File: src/rtl/cpw_cfg.svh
// register offsets, field positions, reset values and timing for the pwm block
`ifndef CPW_CFG_SVH
`define CPW_CFG_SVH
`define CPW_OFS_TMR      12'h000
`define CPW_OFS_PER      12'h004
`define CPW_OFS_TCON     12'h008
`define CPW_OFS_U1MST    12'h00c
`define CPW_OFS_U1SLV    12'h010
`define CPW_OFS_U1CTL    12'h014
`define CPW_OFS_U2MST    12'h018
`define CPW_OFS_U2SLV    12'h01c
`define CPW_OFS_U2CTL    12'h020
`define CPW_OFS_PINOUT   12'h024
`define CPW_RST_PER      8'hff
`define CPW_RST_BYTE     8'h00
`define CPW_TCON_MASK    8'h7f
`define CPW_CTL_MASK     8'h3f
`define CPW_RUN_BIT      2
`define CPW_PS_LO        0
`define CPW_PS_HI        1
`define CPW_FS_LO        0
`define CPW_FS_HI        3
`define CPW_FR_LO        4
`define CPW_FR_HI        5
`define CPW_OSC_PER_TICK 2'h3
`define CPW_QPH_LAST     2'h3
`endif

File: src/rtl/cpw_pkg.sv
// types shared by the pwm block
package cpw_pkg;
  typedef enum logic [1:0] {
    CPW_PS1  = 2'h0,
    CPW_PS4  = 2'h1,
    CPW_PS16 = 2'h2
  } cpw_prescale_t;
  typedef enum logic [1:0] {
    CPW_OFF   = 2'h0,
    CPW_HIGH  = 2'h1,
    CPW_LOW   = 2'h3,
    CPW_OTHER = 2'h2
  } cpw_state_t;
endpackage

File: src/rtl/cpw_pwm_top.sv
// capture/pwm block in pwm mode: period timer, prescaler, two units, apb registers
// Contract
// - period match clears timer next increment
// - period match sets pin unless duty zero
// - period match copies master into slave
// - period is (compare+1) times four prescaled clocks
// - duty is master byte plus fraction bits
// - high time is duty times prescaled clock
// - duty writes act from next period
// - slave byte read-only in pwm mode
// - pin clears when slave matches timer subcount
// - duty beyond period keeps pin high
// - zero control forces output latch low
// - postscaler does not affect period
// - prescale factors one, four, sixteen
// - code 11xx selects pwm, 0000 resets
`include "cpw_cfg.svh"
module cpw_pwm_top (
  input  wire logic        clk,       // core clock, one oscillator period
  input  wire logic        rst,       // synchronous reset, active high
  input  wire logic        psel,      // apb select
  input  wire logic        penable,   // apb access phase
  input  wire logic        pwrite,    // apb write
  input  wire logic [11:0] paddr,     // apb byte address
  input  wire logic [31:0] pwdata,    // apb write data
  input  wire logic [3:0]  pstrb,     // apb byte strobes
  output logic      [31:0] prdata,    // apb read data
  output logic             pready,    // apb ready
  output logic             pslverr,   // apb error on unmapped address
  output logic             pwmOut1,   // unit 1 pwm output pin
  output logic             pwmOut2    // unit 2 pwm output pin
);
  import cpw_pkg::*;
  logic [7:0]  periodTimerCount_q;
  logic [7:0]  periodCompareValue_q;
  logic [7:0]  periodTimerControl_q;
  logic [7:0]  unit1Master_q;
  logic [7:0]  unit1Control_q;
  logic [7:0]  unit2Master_q;
  logic [7:0]  unit2Control_q;
  logic [1:0]  qPhase_q;
  logic [3:0]  prescale_q;
  logic [7:0]  unit1Slave;
  logic [7:0]  unit2Slave;
  logic        wrEn;
  logic        rdEn;
  logic        mapped;
  logic        run;
  logic        tick;
  logic        incr;
  logic        periodMatch;
  logic [1:0]  subCount;
  logic [9:0]  timeNow;
  logic [31:0] rdata_d;

  // byte lane 0 carries every 8-bit register
  function automatic logic [7:0] merge(input logic [7:0] old, input logic [7:0] mask);
    merge = pstrb[0] ? (pwdata[7:0] & mask) : old;
  endfunction

  // prescaler limit in quarter-phase cycles, one less than the prescale factor
  function automatic logic [3:0] psLimit(input logic [1:0] sel);
    case (sel)
      CPW_PS1: psLimit = 4'h0;
      CPW_PS4: psLimit = 4'h3;
      default: psLimit = 4'hf;
    endcase
  endfunction

  assign run     = periodTimerControl_q[`CPW_RUN_BIT];
  assign wrEn    = psel && penable && pwrite;
  assign rdEn    = psel && !pwrite;
  assign pready  = 1'b1;

  always_comb begin
    mapped = 1'b1;
    if (paddr == `CPW_OFS_TMR) begin
      rdata_d = {24'h000000, periodTimerCount_q};
    end else if (paddr == `CPW_OFS_PER) begin
      rdata_d = {24'h000000, periodCompareValue_q};
    end else if (paddr == `CPW_OFS_TCON) begin
      rdata_d = {24'h000000, periodTimerControl_q};
    end else if (paddr == `CPW_OFS_U1MST) begin
      rdata_d = {24'h000000, unit1Master_q};
    end else if (paddr == `CPW_OFS_U1SLV) begin
      rdata_d = {24'h000000, unit1Slave};
    end else if (paddr == `CPW_OFS_U1CTL) begin
      rdata_d = {24'h000000, unit1Control_q};
    end else if (paddr == `CPW_OFS_U2MST) begin
      rdata_d = {24'h000000, unit2Master_q};
    end else if (paddr == `CPW_OFS_U2SLV) begin
      rdata_d = {24'h000000, unit2Slave};
    end else if (paddr == `CPW_OFS_U2CTL) begin
      rdata_d = {24'h000000, unit2Control_q};
    end else if (paddr == `CPW_OFS_PINOUT) begin
      rdata_d = {30'h00000000, pwmOut2, pwmOut1};
    end else begin
      rdata_d = 32'h00000000;
      mapped  = 1'b0;
    end
  end

  // zero-wait slave: read data is combinational from the registers
  assign prdata  = rdEn ? rdata_d : 32'h00000000;
  assign pslverr = psel && penable && !mapped;

  always_ff @(posedge clk) begin
    if (rst) begin
      periodCompareValue_q <= `CPW_RST_PER;
      periodTimerControl_q <= `CPW_RST_BYTE;
      unit1Master_q        <= `CPW_RST_BYTE;
      unit1Control_q       <= `CPW_RST_BYTE;
      unit2Master_q        <= `CPW_RST_BYTE;
      unit2Control_q       <= `CPW_RST_BYTE;
    end else if (wrEn) begin
      if (paddr == `CPW_OFS_PER) begin
        periodCompareValue_q <= merge(periodCompareValue_q, 8'hff);
      end else if (paddr == `CPW_OFS_TCON) begin
        periodTimerControl_q <= merge(periodTimerControl_q, `CPW_TCON_MASK);
      end else if (paddr == `CPW_OFS_U1MST) begin
        unit1Master_q <= merge(unit1Master_q, 8'hff);
      end else if (paddr == `CPW_OFS_U1CTL) begin
        unit1Control_q <= merge(unit1Control_q, `CPW_CTL_MASK);
      end else if (paddr == `CPW_OFS_U2MST) begin
        unit2Master_q <= merge(unit2Master_q, 8'hff);
      end else if (paddr == `CPW_OFS_U2CTL) begin
        unit2Control_q <= merge(unit2Control_q, `CPW_CTL_MASK);
      end
    end
  end

  // quarter phase: four oscillator periods per prescaled count
  always_ff @(posedge clk) begin
    if (rst || !run) begin
      qPhase_q   <= 2'h0;
      prescale_q <= 4'h0;
    end else if (qPhase_q == `CPW_OSC_PER_TICK) begin
      qPhase_q <= 2'h0;
      if (prescale_q >= psLimit(periodTimerControl_q[`CPW_PS_HI:`CPW_PS_LO])) begin
        prescale_q <= 4'h0;
      end else begin
        prescale_q <= prescale_q + 4'h1;
      end
    end else begin
      qPhase_q <= qPhase_q + 2'h1;
    end
  end

  // sub-count runs at one oscillator period per step times the prescale factor
  always_comb begin
    case (periodTimerControl_q[`CPW_PS_HI:`CPW_PS_LO])
      CPW_PS1: begin
        subCount = qPhase_q;
        tick     = run;
      end
      CPW_PS4: begin
        subCount = prescale_q[1:0];
        tick     = run && qPhase_q == `CPW_QPH_LAST;
      end
      default: begin
        subCount = prescale_q[3:2];
        tick     = run && qPhase_q == `CPW_QPH_LAST && prescale_q[1:0] == 2'h3;
      end
    endcase
  end

  assign timeNow     = {periodTimerCount_q, subCount};
  // postscaler bits are stored but deliberately unused here
  assign incr        = run && qPhase_q == `CPW_QPH_LAST &&
                       prescale_q == psLimit(periodTimerControl_q[`CPW_PS_HI:`CPW_PS_LO]);
  assign periodMatch = incr && periodTimerCount_q == periodCompareValue_q;

  always_ff @(posedge clk) begin
    if (rst) begin
      periodTimerCount_q <= `CPW_RST_BYTE;
    end else if (wrEn && paddr == `CPW_OFS_TMR && pstrb[0]) begin
      periodTimerCount_q <= pwdata[7:0];
    end else if (periodMatch) begin
      periodTimerCount_q <= `CPW_RST_BYTE;
    end else if (incr) begin
      periodTimerCount_q <= periodTimerCount_q + 8'h01;
    end
  end

  cpw_unit u1 (
    .clk        (clk),
    .rst        (rst),
    .ctlReg     (unit1Control_q),
    .dutyMaster (unit1Master_q),
    .periodLoad (periodMatch),
    .tick       (tick),
    .timeNow    (timeNow),
    .dutySlave  (unit1Slave),
    .pwmOut     (pwmOut1)
  );

  cpw_unit u2 (
    .clk        (clk),
    .rst        (rst),
    .ctlReg     (unit2Control_q),
    .dutyMaster (unit2Master_q),
    .periodLoad (periodMatch),
    .tick       (tick),
    .timeNow    (timeNow),
    .dutySlave  (unit2Slave),
    .pwmOut     (pwmOut2)
  );
endmodule

File: src/rtl/cpw_unit.sv
// one capture/pwm unit in pwm mode: duty double buffer and output latch
`include "cpw_cfg.svh"
module cpw_unit (
  input  wire logic       clk,          // core clock
  input  wire logic       rst,          // synchronous reset
  input  wire logic [7:0] ctlReg,       // unit control register
  input  wire logic [7:0] dutyMaster,   // duty master byte
  input  wire logic       periodLoad,   // period-match increment pulse
  input  wire logic       tick,         // sub-count advance
  input  wire logic [9:0] timeNow,      // timer count with sub-count
  output logic [7:0]      dutySlave,    // duty slave byte
  output logic            pwmOut        // output latch
);
  import cpw_pkg::*;
  cpw_state_t  state_q;
  logic [1:0]  latch_q;
  logic [3:0]  fsel;
  logic        pwmMode;
  logic [9:0]  nextDuty;
  logic [9:0]  timeNext;
  assign fsel     = ctlReg[`CPW_FS_HI:`CPW_FS_LO];
  assign pwmMode  = fsel[3] & fsel[2];
  assign nextDuty = {dutyMaster, ctlReg[`CPW_FR_HI:`CPW_FR_LO]};
  // compare against the step being entered so the high time is exactly duty steps long
  assign timeNext = timeNow + 10'h001;

  // slave byte and its 2-bit latch only load at the period boundary
  always_ff @(posedge clk) begin
    if (rst || fsel == 4'h0) begin
      dutySlave <= `CPW_RST_BYTE;
      latch_q   <= 2'h0;
    end else if (pwmMode && periodLoad) begin
      dutySlave <= dutyMaster;
      latch_q   <= ctlReg[`CPW_FR_HI:`CPW_FR_LO];
    end
  end

  // a duty beyond the period never matches, so the pin stays high
  always_ff @(posedge clk) begin
    if (rst || !pwmMode) begin
      state_q <= CPW_OFF;
    end else if (periodLoad) begin
      state_q <= (nextDuty == 10'h000) ? CPW_LOW : CPW_HIGH;
    end else if (tick && state_q == CPW_HIGH && {dutySlave, latch_q} == timeNext) begin
      state_q <= CPW_LOW;
    end
  end

  assign pwmOut = (state_q == CPW_HIGH);
endmodule

File: config.mk
export PLATFORM = sky130hd
export DESIGN_NAME = cpw_pwm_top
export DESIGN_NICKNAME = d
export VERILOG_FILES = /design/src/rtl/cpw_pkg.sv /design/src/rtl/cpw_pwm_top.sv /design/src/rtl/cpw_unit.sv
export VERILOG_INCLUDE_DIRS = /design/src /design/src/rtl
export SDC_FILE = /design/constraint.sdc
export NUM_CORES = 1
export LEC_CHECK = 0
export BUFFER_PORTS_ARGS = -buffer_cell sky130_fd_sc_hd__buf_2
export CORE_AREA = 2 2 87 123
export CTS_BUF_LIST = sky130_fd_sc_hd__clkbuf_4
export CTS_CLUSTER_DIAMETER = 200
export DETAILED_ROUTE_END_ITERATION = 10
export DIE_AREA = 0 0 89 125
export PLACE_DENSITY = 0.76
export SLEW_MARGIN = 20
export SYNTH_ARGS = -nofsm -noshare
export SYNTH_HDL_FRONTEND = slang
export SYNTH_HIERARCHICAL = 1
export SYNTH_SLANG_ARGS = --single-unit
File: constraint.sdc
create_clock -name clk -period 2.6 [get_ports clk]
set_input_delay 0.52 -clock clk [delete_from_list [all_inputs] [get_ports clk]]
set_output_delay 0.52 -clock clk [all_outputs]
set_load 0.005 [all_outputs]
==> impl_metrics.env, run 1 <==
export IMPL_first_pass_iters=5
export IMPL_core_area_um2=10100
export IMPL_postPlaceCellArea_um2=5760
export IMPL_vdd_drop_max_v=0.000334
export IMPL_finalSetupTns_ns=0
export IMPL_grt_start_max_net_pins=32
export IMPL_finalCoreUtilization=0.593
export IMPL_critical_path_n_buffers_inverters=3
export IMPL_design_portCount=89
export IMPL_r2r_slack_ns=0.14
export IMPL_gp_congestion=1.05
export IMPL_synth_area_um2=5180
export IMPL_finalCriticalPeriod_ns=2.59
export IMPL_floorplan_die_width_um=89
export IMPL_post_synth_cell_area_avg_um2=7.96
export IMPL_period_share=0.995
export IMPL_synth_enable_flop_cells=0
export IMPL_clock_tree_root_cell="clkbuf_4"
export IMPL_drive_above_1_share=0.217
export IMPL_timing_critical_path_from_type="input port"
export IMPL_remaining_overflow_grt=0
export IMPL_cp_arrival_ns=2.07
export IMPL_numPortBuffers=36
export IMPL_cts_num_sinks=81
export IMPL_ys_seq_area_frac=0.313
export IMPL_route_vias_total=5195
export IMPL_rr_startpoint="periodTimerControl_q[0]"
export IMPL_distinct_cell_type_count_of_the_synthesized_netlist=64
export IMPL_finish_net_count=787
export IMPL_power_dens_cells_nw_per_um2=388
export IMPL_syn_inst=651
export IMPL_critPathTopFamily="compound AO/OA/AOI/OAI gates"
export IMPL_run_status="complete, no violations"
export IMPL_mostFrequentLayoutCell="nand2_1"
export IMPL_ys_flop_type="dfxtp_1"
export IMPL_clock_tree_from_tritoncts="built"
export IMPL_vias_per_inst=5.99
export IMPL_synth_seq_cells=81
export IMPL_drc_errors=0
export IMPL_clock_skew_ns=0.0270
export IMPL_final_max_slew_violation_count=0
export IMPL_wl_um=16400
export IMPL_insertedDiodeCount=0
export IMPL_wl_met1_um=6310
export IMPL_setup_violations=0
export IMPL_max_cap_violation_count=0
export IMPL_wire_length_of_the_first_global_routing_pass_um=26000
export IMPL_worst_setup_path_end_kind="output port"
export IMPL_cellLeakagePower_uw=0.00213
export IMPL_dieArea_um2=11100
export IMPL_wl_met3_um=1130
export IMPL_critical_path_reg2reg_endpoint="u1/dutySlave[7]"
export IMPL_post_synthesis_async_set_or_reset_flop_share=0
export IMPL_area_growth_from_synthesis_to_final_layout_pct=15.9
export IMPL_hold_depth=3
export IMPL_final_hold_viol_count=0
export IMPL_post_route_cell_area_um2=6010
export IMPL_wire_per_inst_um=18.9
export IMPL_min_delay_worst_endpoint="unit1Master_q[6]"
export IMPL_clock_fmax_mhz=386
export IMPL_htree_levels=3
export IMPL_vias_in_the_first_global_route=4991
export IMPL_die_h_um=125
export IMPL_met2_length_um=7980
export IMPL_holdWs_ns=0.385
export IMPL_antenna_violating_nets_post_route=0
export IMPL_cts_hold_repair_buffers=0
export IMPL_floorplan_initialDensity=0.512
export IMPL_hpwl_um=12800
export IMPL_cts_inserted_buffers=9
export IMPL_setup_repair_after_global_routing_missed_its_margin="yes"
export IMPL_cts_buffer_depth=2
export IMPL_final_cell_mix="nand2_1 (95), dfxtp_1 (79), nor2_1 (61)"
export IMPL_critical_path_cell_by_cell="buf_6 > nor4b_4 > buf_4 > o211ai_1 > a311o_1 > a21oi_2 > o221a_2 > buf_2"
export IMPL_cell_with_the_biggest_individual_delay_on_the_critical_path="a311o_1"
export IMPL_slew_worst_pin_ns=1.03
export IMPL_worst_setup_path_type="in -> out"
export IMPL_clkTransAtPathRegs_ns=0.13
export IMPL_holdCritPathClass="in -> reg"
export IMPL_topRoutingLayerUsed="met4"
export IMPL_cp_max_stage_delay_ns=0.35
export IMPL_grt_antenna_before_repair=0
export IMPL_yosys_warnings=6
export IMPL_worst_skew_late_latency_ns=0.46
export IMPL_drt_first_iter_violations=468
export IMPL_min_from="pwdata[6]"
export IMPL_gr_usage_all_layers=0.308
export IMPL_headroom_to_the_max_slew_limit=0.309
export IMPL_r2r_worst_path_cells=9
export IMPL_critical_path_max_fanout=4
export IMPL_floorplan_rows=44
export IMPL_cp_data_required_time_ns=2.08
power by group:
group          internal [uW]  switching (uW)
logic                   87.8             147
clock network            389             454
registers               1250            6.81
state kept, by name, indices dropped and copies added (netlist names), 4 cells and up:
register	flops
unit1Master_q	8
periodTimerControl_q	7
periodTimerCount_q	8
u2/dutySlave	8
prescale_q	4
periodCompareValue_q	8
unit2Control_q	6
unit2Master_q	8
u1/dutySlave	8
unit1Control_q	6
stage by stage:
stage | setup WS [ns] | std cells | total power [uW]
2_1_floorplan | 0.0507 | 674 | 1430
4_1_cts | 0.00462 | 866 | 2330
5_1_grt | -0.0345 | 867 | 2420
6_report | 0.0125 | 867 | 2330
3_5_place_dp | -0.102 | 851 | 1500
3_3_place_gp | -0.0667 | 851 | 1500
repair_timing:
item	4_1_cts	5_1_grt
setup buffers	0	1
endpoints found under the setup margin	7	9
gates cloned	0	0
resized for setup	7	15
pin swaps	0	2
tightest hold or removal path: stages:
cell and delay, ns:
buf_2 0.16, nand2_1 0.07, a21oi_1 0.05
cell type report:
class	instances	area, um^2
multi-input combinational	527	3380
inverter	12	45.0
sequential	81	1620
clock buffer	9	67.6
timing repair buffer	94	628
fill	926	4120
clock inverter	6	91.3
tap	138	173
synthesized netlist by cell type (4+ instances only):
master    count  share of area
a31oi_1      10          0.012
xnor2_1      16          0.027
dfxtp_1      81           0.31
buf_4        25          0.036
o21ai_0      37          0.036
ha_1          9          0.022
mux4_2        4          0.017
clkbuf_1     24          0.017
inv_1        11         0.0080
nand2_1      95          0.069
or2_2         6         0.0072
xor2_1       18          0.030
nor2b_1       7         0.0084
nor4_4        4          0.016
mux2i_1      35          0.068
o22ai_1       6         0.0072
and2_1        4         0.0048
nand3_1      22          0.021
a21oi_1      57          0.055
a211oi_1      9          0.013
nand4_1      14          0.017
a311o_1       5         0.0097
nand2b_1      7         0.0084
nor2_1       63          0.046
nor4_1        9          0.011
nand3b_1      7          0.010
o221a_2       4         0.0087
kinds of logic after synthesis:
logic type	after synthesis	synth area share
simple gates	257	0.248
xor+xnor	34	0.0574
fa+ha+maj	9	0.0217
flops	81	0.313
buf+inv	66	0.0678
mux	42	0.0915
other cells	2	0.00145
compound gates	160	0.199
worst max path at each step:
stage,slack [ns],cells past startpoint,startpoint,to
after floorplan,0.05,11,periodTimerControl_q[1],u1/dutySlave[0]
after global placement,-0.07,8,paddr[5],prdata[4]
after detailed placement,-0.10,8,paddr[5],prdata[5]
after CTS,0.005,8,paddr[4],prdata[2]
after global routing,-0.03,8,paddr[5],prdata[5]
final,0.01,8,paddr[5],prdata[5]
metal layers:
metal | GRT usage | vias up
met3 | 0.0528 | 63
met5 | 0 | -
met4 | 0.176 | 0
li1 | - | 2442
met2 | 0.500 | 234
met1 | 0.374 | 2456
No activity file was read; power rests on OpenSTA's default activity.
==> inputs of run 2 (changes only) <==
SETUP_SLACK_MARGIN = 0.3   (was not set)
==> impl_metrics.env, run 2 (same netlist as run 1, synthesis figures left out) <==
export IMPL_holdWs_ns=0.403
export IMPL_floorplan_die_width_um=89
export IMPL_numPortBuffers=36
export IMPL_register_area_um2=1630
export IMPL_clkTransAtPathRegs_ns=0.13
export IMPL_gr_usage_all_layers=0.306
export IMPL_period_share=0.985
export IMPL_die_h_um=125
export IMPL_wl_um=16800
export IMPL_critical_path_max_fanout=4
export IMPL_vdd_drop_max_v=0.000285
export IMPL_timing_critical_path_from_type="input port"
export IMPL_worst_skew_late_latency_ns=0.46
export IMPL_setup_violations=0
export IMPL_design_portCount=89
export IMPL_floorplan_rows=44
export IMPL_clock_tree_from_tritoncts="built"
export IMPL_cellLeakagePower_uw=0.00223
export IMPL_final_max_slew_violation_count=0
export IMPL_r2r_slack_ns=0.34
export IMPL_drive_above_1_share=0.267
export IMPL_route_vias_total=5407
export IMPL_cts_num_sinks=81
export IMPL_cp_data_required_time_ns=2.08
export IMPL_r2r_worst_path_cells=10
export IMPL_holdCritPathClass="in -> reg"
export IMPL_power_dens_cells_nw_per_um2=354
export IMPL_drt_first_iter_violations=541
export IMPL_headroom_to_the_max_slew_limit=0.386
export IMPL_wire_length_of_the_first_global_routing_pass_um=26300
export IMPL_setup_repair_after_global_routing_missed_its_margin="yes"
export IMPL_cts_buffer_depth=2
export IMPL_vias_in_the_first_global_route=5105
export IMPL_finalPower_uw=2270
export IMPL_critical_path_reg2reg_endpoint="u2/state_q[1]"
export IMPL_remaining_overflow_grt=0
export IMPL_grt_antenna_before_repair=0
export IMPL_multi_input_area_um2=3590
export IMPL_worst_setup_path_end_kind="output port"
export IMPL_worst_setup_path_type="in -> out"
export IMPL_drc_errors=0
export IMPL_gp_congestion=1.02
export IMPL_startpoint="paddr[5]"
export IMPL_first_pass_iters=5
export IMPL_final_cell_count_without_fillers=883
export IMPL_vias_per_inst=6.12
export IMPL_clock_tree_root_cell="clkbuf_4"
export IMPL_cts_inserted_buffers=9
export IMPL_dieArea_um2=11100
export IMPL_mostFrequentLayoutCell="nand2_1"
export IMPL_grt_start_max_net_pins=36
export IMPL_area_growth_from_synthesis_to_final_layout_pct=23.7
export IMPL_wire_per_inst_um=19.1
export IMPL_max_cap_violation_count=0
export IMPL_slew_worst_pin_ns=0.911
export IMPL_run_status="complete, no violations"
export IMPL_finalCriticalPeriod_ns=2.56
export IMPL_clock_skew_ns=0.0168
export IMPL_nFillCells=878
export IMPL_hpwl_um=12500
export IMPL_final_cell_mix="nand2_1 (94), dfxtp_1 (77), buf_4 (61)"
export IMPL_antenna_violating_nets_post_route=0
export IMPL_floorplan_initialDensity=0.512
export IMPL_finalCoreUtilization=0.633
export IMPL_rr_startpoint="periodTimerControl_q[0]"
export IMPL_insertedDiodeCount=0
export IMPL_core_area_um2=10100
export IMPL_finish_net_count=802
export IMPL_htree_levels=3
export IMPL_placed_cells_incl_taps=845
export IMPL_cp_arrival_ns=2.04
export IMPL_crit_path_end="prdata[5]"
export IMPL_clock_fmax_mhz=390
export IMPL_final_hold_viol_count=0
-- run 2: cell count changes in the layout (fill, tap and decap cells not counted), moves of 4 or more --
| cell | before | now |
|---|---|---|
| buf_6 | 2 | 10 |
| ha_1 | 9 | 5 |
| nor2_1 | 61 | 57 |
| o22ai_1 | 6 | 2 |
-- run 2: final cells by class --
| type | count | share of cell area |
|---|---|---|
| Multi-Input combinational cell | 527 | 0.560 |
| Sequential cell | 81 | 0.254 |
| Timing Repair Buffer | 109 | 0.130 |
| Tap cell | 138 | 0.0269 |
| Clock buffer | 11 | 0.0129 |
| Clock inverter | 5 | 0.00878 |
| Inverter | 12 | 0.00702 |
-- run 2: metal layers --
layer  vias up  GRT usage  routed length, um
li1       2483          -                  -
met3        73     0.0442               1190
met4         0      0.169                973
met1      2545      0.392               6600
met2       306      0.484               8090
met5         -          0                  0
-- run 2: report_power, final --
group | switching (uW) | internal (uW) | total (uW) | leakage, uW
logic | 162 | 104 | 267 | 0.00151
registers | 3.15 | 1240 | 1250 | 0.000655
clock network | 445 | 311 | 756 | 0.0000667
total | 610 | 1660 | 2270 | 0.00223
-- run 2: worst min path at each step --
stage,endpoint,startpoint,cells after the start
global placement,u1/state_q[0],u1/state_q[0],2
floorplan,qPhase_q[0],qPhase_q[0],1
finish,periodCompareValue_q[7],pwdata[7],3
CTS,unit1Master_q[7],pwdata[7],3
global route,unit1Master_q[7],pwdata[7],3
detailed placement,qPhase_q[0],qPhase_q[0],1
-- run 2: critical path, stage by stage --
cell and delay, ns:
buf_8 0.10, nor4b_4 0.25, buf_4 0.15, o211ai_1 0.14, a311o_1 0.33, a21oi_2 0.18
o221a_2 0.24, buf_2 0.12
-- run 2: what timing repair did --
item	in CTS	in global routing
setup endpoints to repair	33	34
hold buffers	0	0
gates resized for setup	49	28
cloned	1	0
pin swaps	17	17
buffers inserted	14	7
hold endpoints to repair	0	0
-- run 2: metrics by stage --
step | setup TNS, ns | instance area [um^2] | worst slack (ns)
finish | 0 | 6410 | 0.0390
global route | -0.00137 | 6410 | -0.00137
CTS | 0 | 6220 | 0.0813
detailed placement | -0.0788 | 5760 | -0.0351
global placement | -0.170 | 5760 | -0.0572
floorplan | 0 | 5330 | 0.301
